--- config.mk ---
export PLATFORM = sky130hd
export DESIGN_NAME = mcp_config_regs
export DESIGN_NICKNAME = d
export VERILOG_FILES = /design/src/mcp_config_regs.v /design/src/mcp_settle_timer.v
export VERILOG_INCLUDE_DIRS = /design/src /design/src/src
export SDC_FILE = /design/constraint.sdc
export NUM_CORES = 1
export LEC_CHECK = 0
export ABC_AREA = 1
export BUFFER_PORTS_ARGS = -buffer_cell sky130_fd_sc_hd__buf_2
export CORE_ASPECT_RATIO = 0.8
export CORE_MARGIN = 10
export CORE_UTILIZATION = 45
export CTS_BUF_LIST = sky130_fd_sc_hd__clkbuf_2 sky130_fd_sc_hd__clkbuf_4 sky130_fd_sc_hd__clkbuf_8
export CTS_CLUSTER_DIAMETER = 150
export DETAILED_ROUTE_END_ITERATION = 8
export PLACE_DENSITY = 0.7
export RECOVER_POWER = 25
export SYNTH_ARGS = -nofsm -noshare
export SYNTH_HDL_FRONTEND = slang
export SYNTH_SLANG_ARGS = --single-unit
--- constraint.sdc ---
create_clock -name clk_sys -period 2.3 [get_ports clk_sys]
set_input_delay 0.46 -clock clk_sys [delete_from_list [all_inputs] [get_ports clk_sys]]
set_output_delay 0.46 -clock clk_sys [all_outputs]
set_load 0.005 [all_outputs]
--- src/mcp_consts.vh ---
// Register offsets, field positions and timing counts for the meter config block
`ifndef MCP_CONSTS_VH
`define MCP_CONSTS_VH
`define MCP_ADDR_W            12
`define MCP_OFF_GEN_CFG       12'h481
`define MCP_OFF_PULSE_MODE    12'h490
`define MCP_GEN_CFG_MASK      16'h9b2f
`define MCP_GEN_CFG_RW_MASK   16'h9b0e
`define MCP_PULSE_MODE_MASK   16'hf000
`define MCP_BIT_OUTSIDE_REFERENCE_SELECT       15
`define MCP_BIT_IRQ_COMBINE   12
`define MCP_BIT_BURST         11
`define MCP_SETTLE_HI         9
`define MCP_SETTLE_LO         8
`define MCP_BIT_ACC_CLR       5
`define MCP_PIN4_HI           3
`define MCP_PIN4_LO           2
`define MCP_BIT_PIN3_FN       1
`define MCP_BIT_SOFT_RST      0
`define MCP_BIT_DIS_LO        12
`define MCP_BURST_LO          12'h500
`define MCP_BURST_HI          12'h6ff
`define MCP_PIN4_EVENT        2'h2
`define MCP_PIN4_RSVD         2'h3
`define MCP_CLK_KHZ           125000
`define MCP_SETTLE0_MS        64
`define MCP_SETTLE1_MS        128
`define MCP_SETTLE2_MS        256
`define MCP_SETTLE0_CYC       (`MCP_SETTLE0_MS * `MCP_CLK_KHZ)
`define MCP_SETTLE1_CYC       (`MCP_SETTLE1_MS * `MCP_CLK_KHZ)
`define MCP_SETTLE2_CYC       (`MCP_SETTLE2_MS * `MCP_CLK_KHZ)
`endif

--- src/mcp_config_regs.v ---
// Configuration and pulse output control registers of the metering device
`include "mcp_consts.vh"
module mcp_config_regs #(
  parameter [31:0] SETTLE0_CYC = `MCP_SETTLE0_CYC,
  parameter [31:0] SETTLE1_CYC = `MCP_SETTLE1_CYC,
  parameter [31:0] SETTLE2_CYC = `MCP_SETTLE2_CYC
) (
  input  wire                    clk_sys,
  input  wire                    sys_rst,
  input  wire                    reg_wr,
  input  wire                    reg_rd,
  input  wire [`MCP_ADDR_W-1:0]  reg_addr,
  input  wire [15:0]             reg_wdata,
  output reg  [15:0]             reg_rdata,
  output reg                     reg_rvalid,
  output wire                    burst_allowed,
  output wire                    checksum_append,
  input  wire                    irq_group_a,
  input  wire                    irq_group_b,
  output wire                    interrupt_pin_a,
  output wire                    interrupt_pin_b,
  output wire                    outside_reference_select,
  input  wire                    converter_restart,
  output wire                    accumulate_enable,
  output reg                     pulse_accumulator_clear,
  output reg                     soft_reset_trigger,
  input  wire [3:0]              converter_pulse,
  input  wire [3:0]              converter_pulse_event,
  input  wire                    event_signal,
  input  wire                    zero_cross_signal,
  output reg                     pulse_pin_4,
  output reg                     pulse_pin_3,
  output reg                     pulse_pin_2,
  output reg                     pulse_pin_1,
  output wire [3:0]              pulse_status_set,
  output wire                    pulse_pin4_reserved
);
  reg  [15:0] gen_cfg_q;
  reg  [15:0] pulse_mode_q;
  wire [3:0]  pulse_disable;
  wire        wr_gen;
  wire        wr_mode;
  wire [1:0]  pin4_fn;
  wire        burst_en;
  wire        irq_combine;
  wire        pin3_alt;
  wire [1:0]  settle_sel;
  wire        settle_restart;
  reg  [3:0]  pin_d;

  // Address match, used for both read and write decode
  function hit;
    input [`MCP_ADDR_W-1:0] a;
    input [`MCP_ADDR_W-1:0] off;
    begin
      hit = (a == off);
    end
  endfunction

  // Pin 4 code compare, shared by the pin mux and the reserved flag
  function pin4_is;
    input [1:0] fn;
    input [1:0] code;
    begin
      pin4_is = (fn == code);
    end
  endfunction

  assign wr_gen        = reg_wr && hit(reg_addr, `MCP_OFF_GEN_CFG);
  assign wr_mode       = reg_wr && hit(reg_addr, `MCP_OFF_PULSE_MODE);
  assign pulse_disable = pulse_mode_q[15:12];
  assign pin4_fn       = gen_cfg_q[`MCP_PIN4_HI:`MCP_PIN4_LO];
  assign burst_en      = gen_cfg_q[`MCP_BIT_BURST];
  assign irq_combine   = gen_cfg_q[`MCP_BIT_IRQ_COMBINE];
  assign pin3_alt      = gen_cfg_q[`MCP_BIT_PIN3_FN];
  assign settle_sel    = gen_cfg_q[`MCP_SETTLE_HI:`MCP_SETTLE_LO];

  // Stored bits; reserved and write-only positions never hold a value
  always @(posedge clk_sys)
  begin
    if (sys_rst)
    begin
      gen_cfg_q    <= 16'h0000;
      pulse_mode_q <= 16'h0000;
    end
    else
    begin
      if (wr_gen)
        gen_cfg_q <= reg_wdata & `MCP_GEN_CFG_RW_MASK;
      if (wr_mode)
        pulse_mode_q <= reg_wdata & `MCP_PULSE_MODE_MASK;
    end
  end

  // Self-clearing strobes: one-cycle pulses, bits read back as zero
  always @(posedge clk_sys)
  begin
    if (sys_rst)
    begin
      pulse_accumulator_clear <= 1'b0;
      soft_reset_trigger      <= 1'b0;
    end
    else
    begin
      pulse_accumulator_clear <= wr_gen && reg_wdata[`MCP_BIT_ACC_CLR];
      soft_reset_trigger      <= wr_gen && reg_wdata[`MCP_BIT_SOFT_RST];
    end
  end

  // Read port: one cycle latency, unmapped addresses return zero
  always @(posedge clk_sys)
  begin
    if (sys_rst)
    begin
      reg_rdata  <= 16'h0000;
      reg_rvalid <= 1'b0;
    end
    else
    begin
      reg_rvalid <= reg_rd;
      if (reg_rd)
      begin
        if (hit(reg_addr, `MCP_OFF_GEN_CFG))
          reg_rdata <= gen_cfg_q & `MCP_GEN_CFG_RW_MASK;
        else if (hit(reg_addr, `MCP_OFF_PULSE_MODE))
          reg_rdata <= pulse_mode_q;
        else
          reg_rdata <= 16'h0000;
      end
    end
  end

  // Serial port controls derived from the burst bit
  assign burst_allowed   = burst_en && (reg_addr >= `MCP_BURST_LO)
                           && (reg_addr <= `MCP_BURST_HI);
  assign checksum_append = ~burst_en;

  // Interrupt pins are active high here; combine folds group a onto pin b
  assign interrupt_pin_a = irq_group_a;
  assign interrupt_pin_b = irq_group_b | (irq_combine & irq_group_a);

  assign outside_reference_select = gen_cfg_q[`MCP_BIT_OUTSIDE_REFERENCE_SELECT];
  assign pulse_pin4_reserved      = pin4_is(pin4_fn, `MCP_PIN4_RSVD);

  // Any restart source rearms the wait; a settle field change alone does not
  assign settle_restart = converter_restart | pulse_accumulator_clear | soft_reset_trigger;

  // Wait counted in plain clock cycles, so long settings need a wide counter
  mcp_settle_timer #(
    .CYC0 (SETTLE0_CYC),
    .CYC1 (SETTLE1_CYC),
    .CYC2 (SETTLE2_CYC)
  ) u_settle (
    .clk_sys    (clk_sys),
    .sys_rst    (sys_rst),
    .restart    (settle_restart),
    .settle_sel (settle_sel),
    .settled_q  (accumulate_enable)
  );

  // Status flags are suppressed per disabled output
  genvar g;
  generate
    for (g = 0; g < 4; g = g + 1)
    begin : g_stat
      assign pulse_status_set[g] = converter_pulse_event[g] & ~pulse_disable[g];
    end
  endgenerate

  // Next pin levels; disabled pins and the reserved pin 4 code idle high
  always @*
  begin
    pin_d = 4'hf;
    if (!pulse_disable[0])
      pin_d[0] = converter_pulse[0];
    if (!pulse_disable[1])
      pin_d[1] = converter_pulse[1];
    if (pulse_disable[2])
      pin_d[2] = 1'b1;
    else if (pin3_alt)
      pin_d[2] = zero_cross_signal;
    else
      pin_d[2] = converter_pulse[2];
    if (pulse_disable[3])
      pin_d[3] = 1'b1;
    else if (pin4_is(pin4_fn, `MCP_PIN4_EVENT))
      pin_d[3] = event_signal;
    else if (pin4_is(pin4_fn, `MCP_PIN4_RSVD))
      pin_d[3] = 1'b1;
    else
      pin_d[3] = converter_pulse[3];
  end

  // Pins registered so a mux change never glitches a pin
  always @(posedge clk_sys)
  begin
    if (sys_rst)
    begin
      pulse_pin_1 <= 1'b1;
      pulse_pin_2 <= 1'b1;
      pulse_pin_3 <= 1'b1;
      pulse_pin_4 <= 1'b1;
    end
    else
    begin
      pulse_pin_1 <= pin_d[0];
      pulse_pin_2 <= pin_d[1];
      pulse_pin_3 <= pin_d[2];
      pulse_pin_4 <= pin_d[3];
    end
  end
endmodule

--- src/mcp_settle_timer.v ---
// Settle delay counter gating the start of accumulation
`include "mcp_consts.vh"
module mcp_settle_timer #(
  parameter [31:0] CYC0 = `MCP_SETTLE0_CYC,
  parameter [31:0] CYC1 = `MCP_SETTLE1_CYC,
  parameter [31:0] CYC2 = `MCP_SETTLE2_CYC
) (
  input  wire       clk_sys,
  input  wire       sys_rst,
  input  wire       restart,
  input  wire [1:0] settle_sel,
  output reg        settled_q
);
  reg  [31:0] count_q;
  reg  [31:0] limit;

  // Pick the wait length from the settle field
  always @*
  begin
    case (settle_sel)
      2'h0:    limit = CYC0;
      2'h1:    limit = CYC1;
      2'h2:    limit = CYC2;
      default: limit = 32'h0;
    endcase
  end

  // Count up after restart; code 3 settles on the first cycle after restart, like a limit of 1
  always @(posedge clk_sys)
  begin
    if (sys_rst || restart)
    begin
      count_q   <= 32'h0;
      settled_q <= 1'b0;
    end
    else if (!settled_q)
    begin
      if (count_q + 32'h1 >= limit)
        settled_q <= 1'b1;
      count_q <= count_q + 32'h1;
    end
  end
endmodule

==> results.json <==
{
  "required_ns": 2.56,
  "p_comb_frac": 0.062,
  "synth_warnings": 0,
  "synth_cell_types": 33,
  "cp_max_fo": 4,
  "grt_setup_unrepaired": "true",
  "synth_fa_ha_area_frac": 0.06805,
  "drv_slew": 0,
  "via_per_inst": 4.870,
  "clkTransAtPathRegs_ns": 0.09,
  "initial_core_util": 0.4592,
  "syn-cell-area_um2": 3861,
  "wl_met3_um": 891,
  "dieArea_um2": 12710,
  "min-delay-path-class": "in2reg",
  "cts_tree": "built",
  "die_h_um": 102.9,
  "grt_max_degree": 37,
  "die_x_um": 123.6,
  "drt.antenna.violating_nets": 0,
  "crit_type": "reg2reg",
  "placed_cell_area_um2": 4852,
  "cp_slowest_cell": "dfxtp_2",
  "crit_chain": "nand2_1 -> nor2_1 -> inv_1 -> nor2_4 -> nand2_2 -> nor3_4 -> nand3_2 -> a21oi_4 -> ha_4 -> a21oi_4 -> nor2_1 -> nor2_1 -> nand3_1 -> nor2_1 -> nand2_1 -> nor2_1 -> nand2_1 -> nand2_2 -> nand3_1 -> nand2_1 -> inv_1",
  "setup_viol": 1,
  "maxCapViolations": 0,
  "routed_wl_mm": 11.42,
  "fin_worst_skew_ns": 0.01257,
  "finalHoldViolations": 0,
  "dp_cells": 830,
  "start_kind": "flop",
  "postSynthAreaPerCell_um2": 6.533,
  "muxShareOfSynthArea": 0,
  "violations": "setup timing",
  "drtIter0Drc": 338,
  "fillers": 785,
  "synth_compound_gate_area_share": 0.1465,
  "finalWorstSetupSlack_ns": -0.4734,
  "max_freq_mhz": 360.6,
  "core_um2": 8408,
  "synth_seq_cells": 62,
  "grt_pass1_vias": 3995,
  "h-tree-depth": 3,
  "remaining_drc_errors": 0,
  "critPathMaxStageDelay_ns": 0.36,
  "finalWeightedCongestion": 0.9451,
  "ctsHoldBuffers": 0,
  "p_sw_w": 0.0005710,
  "postSynthCellCount": 591,
  "ir_drop_mv": 0.2456,
  "internal-power_w": 0.001572,
  "tns_ns": -0.4734,
  "synth_xor_area_frac": 0.02722,
  "period_needed_ns": 2.773,
  "status": "finished, violations left",
  "post_drt_wl_per_cell_um": 13.37,
  "maxUsedRoutingLayer": "met4",
  "leakage_nw": 2.562,
  "layout.cells.non_filler": 854,
  "crit_top_cell": "nor2_1",
  "pin_count": 79,
  "num_vias": 4159,
  "wl_met2_mm": 5.096,
  "sw_frac_of_total": 0.2665,
  "wl_met1_mm": 5.229,
  "layout_common_cells": "nand2_1, nor2_1, inv_1",
  "finalInstanceArea_um2": 5196,
  "regArea_um2": 1264,
  "drive_gt1_frac": 0.2844,
  "finalPower_w": 0.002143,
  "final_nets": 803,
  "grt_pass1_wl_mm": 18.44,
  "powerDensity_nw_per_um2": 412.4,
  "antenna_cells": 0,
  "clk_path_buf_depth": 2,
  "pwr-share-clk": 0.428,
  "grt_use_total": 0.1794,
  "io_buffers": 68,
  "multi_input_area_um2": 2320,
  "dp_hpwl_mm": 8.883,
  "slew_headroom": 0.4828,
  "synth_simple_gate_area_frac": 0.3195,
  "tightest_slew_ns": 0.7758,
  "arrival_ns": 3.03,
  "layout_commonest_cell": "nand2_1",
  "seqPwrFrac": 0.510,
  "antenna_found_initial": 0,
  "cts_root_buffer": "clkbuf_8",
  "cts_buffers": 9,
  "finalCritPeriodShare": 1.206,
  "firstDrtPassIters": 5,
  "cp-end-kind": "flop",
  "ys_seq_area_frac": 0.3215,
  "grt.overflow.total": 0,
  "clk_latency_ns": 0.35,
  "syn2layout_area_growth_pct": 34.58,
  "clkSinkCount": 62,
  "synth_top_family_by_area": "simple AND/OR/NAND/NOR gates",
  "rows": 30
}
[cells in the mapped netlist (all sizes together)]
library cell / instances / share of area
nand2: 143 / 0.14
nor2: 98 / 0.11
inv: 88 / 0.086
dfxtp: 62 / 0.32
o21ai: 43 / 0.056
a21oi: 39 / 0.052
nand3: 22 / 0.029
ha: 21 / 0.068
buf: 11 / 0.020
clkbuf: 10 / 0.0097
a211oi: 9 / 0.017
xor2: 9 / 0.020
o211ai: 7 / 0.014
nor3: 6 / 0.011
nor4: 6 / 0.0097
or2: 4 / 0.0065
xnor2: 3 / 0.0068
nand3b: 2 / 0.0039
o21bai: 2 / 0.0039
a21o: 1 / 0.0019
a31o: 1 / 0.0023
clkinv: 1 / 0.00097
conb: 1 / 0.00097
nand4: 1 / 0.0016
nor4b: 1 / 0.0062
[per-stage QoR]
step                utilization  hold slack [ns]  worst slack (ns)
finish                   0.6180           0.2747           -0.4734
global route             0.6180           0.2709           -0.6269
CTS                      0.6024           0.2624           -0.4397
detailed placement       0.5771           0.4681           -0.4853
global placement         0.5771           0.4627           -0.3264
floorplan                     -           0.4465           -0.1031
[logic make-up after synthesis]
kind of cell,after synthesis
buffers and inverters,110
adder cells (fa/ha/maj),21
other,1
flip-flops,62
AO/OA/AOI/OAI,102
XOR/XNOR,12
AND/OR/NAND/NOR,283
[critical path: cells and delay by family (launching register included)]
family	cells	cell delay (ns)
compound gates	2	0.35
fa+ha+maj	1	0.24
buf+inv	2	0.12
flops	1	0.36
simple gates	16	1.61
[worst paths after layout]
path,from,endpoint,slack (ns),cells after the start
min,converter_pulse[0],pulse_pin_1,0.27,3
max,u_settle.count_q[8],u_settle.settled_q,-0.47,21
min reg2reg,reg_rdata[12],reg_rdata[12],0.49,2
max reg2reg,u_settle.count_q[8],u_settle.settled_q,-0.47,21
[state kept, by name, indices dropped and copies added (netlist names)]
signal and cells:
u_settle.count_q 32, reg_rdata 10, gen_cfg_q 8, pulse_mode_q 4, pulse_accumulator_clear 1, pulse_pin_1 1, pulse_pin_2 1, pulse_pin_3 1
pulse_pin_4 1, reg_rvalid 1, soft_reset_trigger 1, u_settle.settled_q 1
[metal layers]
layer / up-vias / global-route usage
li1: 2153 / -
met1: 1861 / 0.2366
met2: 122 / 0.2764
met3: 23 / 0.05473
met4: 0 / 0.05094
met5: - / 0
[final cells by class]
cell class,count,area share
flip-flops and latches,62,0.2432
clock inverters,6,0.008668
inverters,89,0.06429
repair buffers,151,0.1840
well taps,112,0.02697
clock buffers,10,0.02649
multi-input cells,424,0.4464
[power by group through the flow]
stage	Combinational [W]	Clock (W)	Sequential (W)
CTS	0.000135	0.000943	0.00109
detailed placement	0.000134	0	0.00112
global route	0.000151	0.000994	0.00109
floorplan	0.0000663	0	0.00112
global placement	0.000130	0	0.00112
finish	0.000132	0.000918	0.00109
[timing repair]
item                                    CTS  global route
setup buffers                             1             7
endpoints found under the setup margin    1             1
pin swaps                                 5            13
resized for setup                        13            20
(Power assumes the default switching activity.)
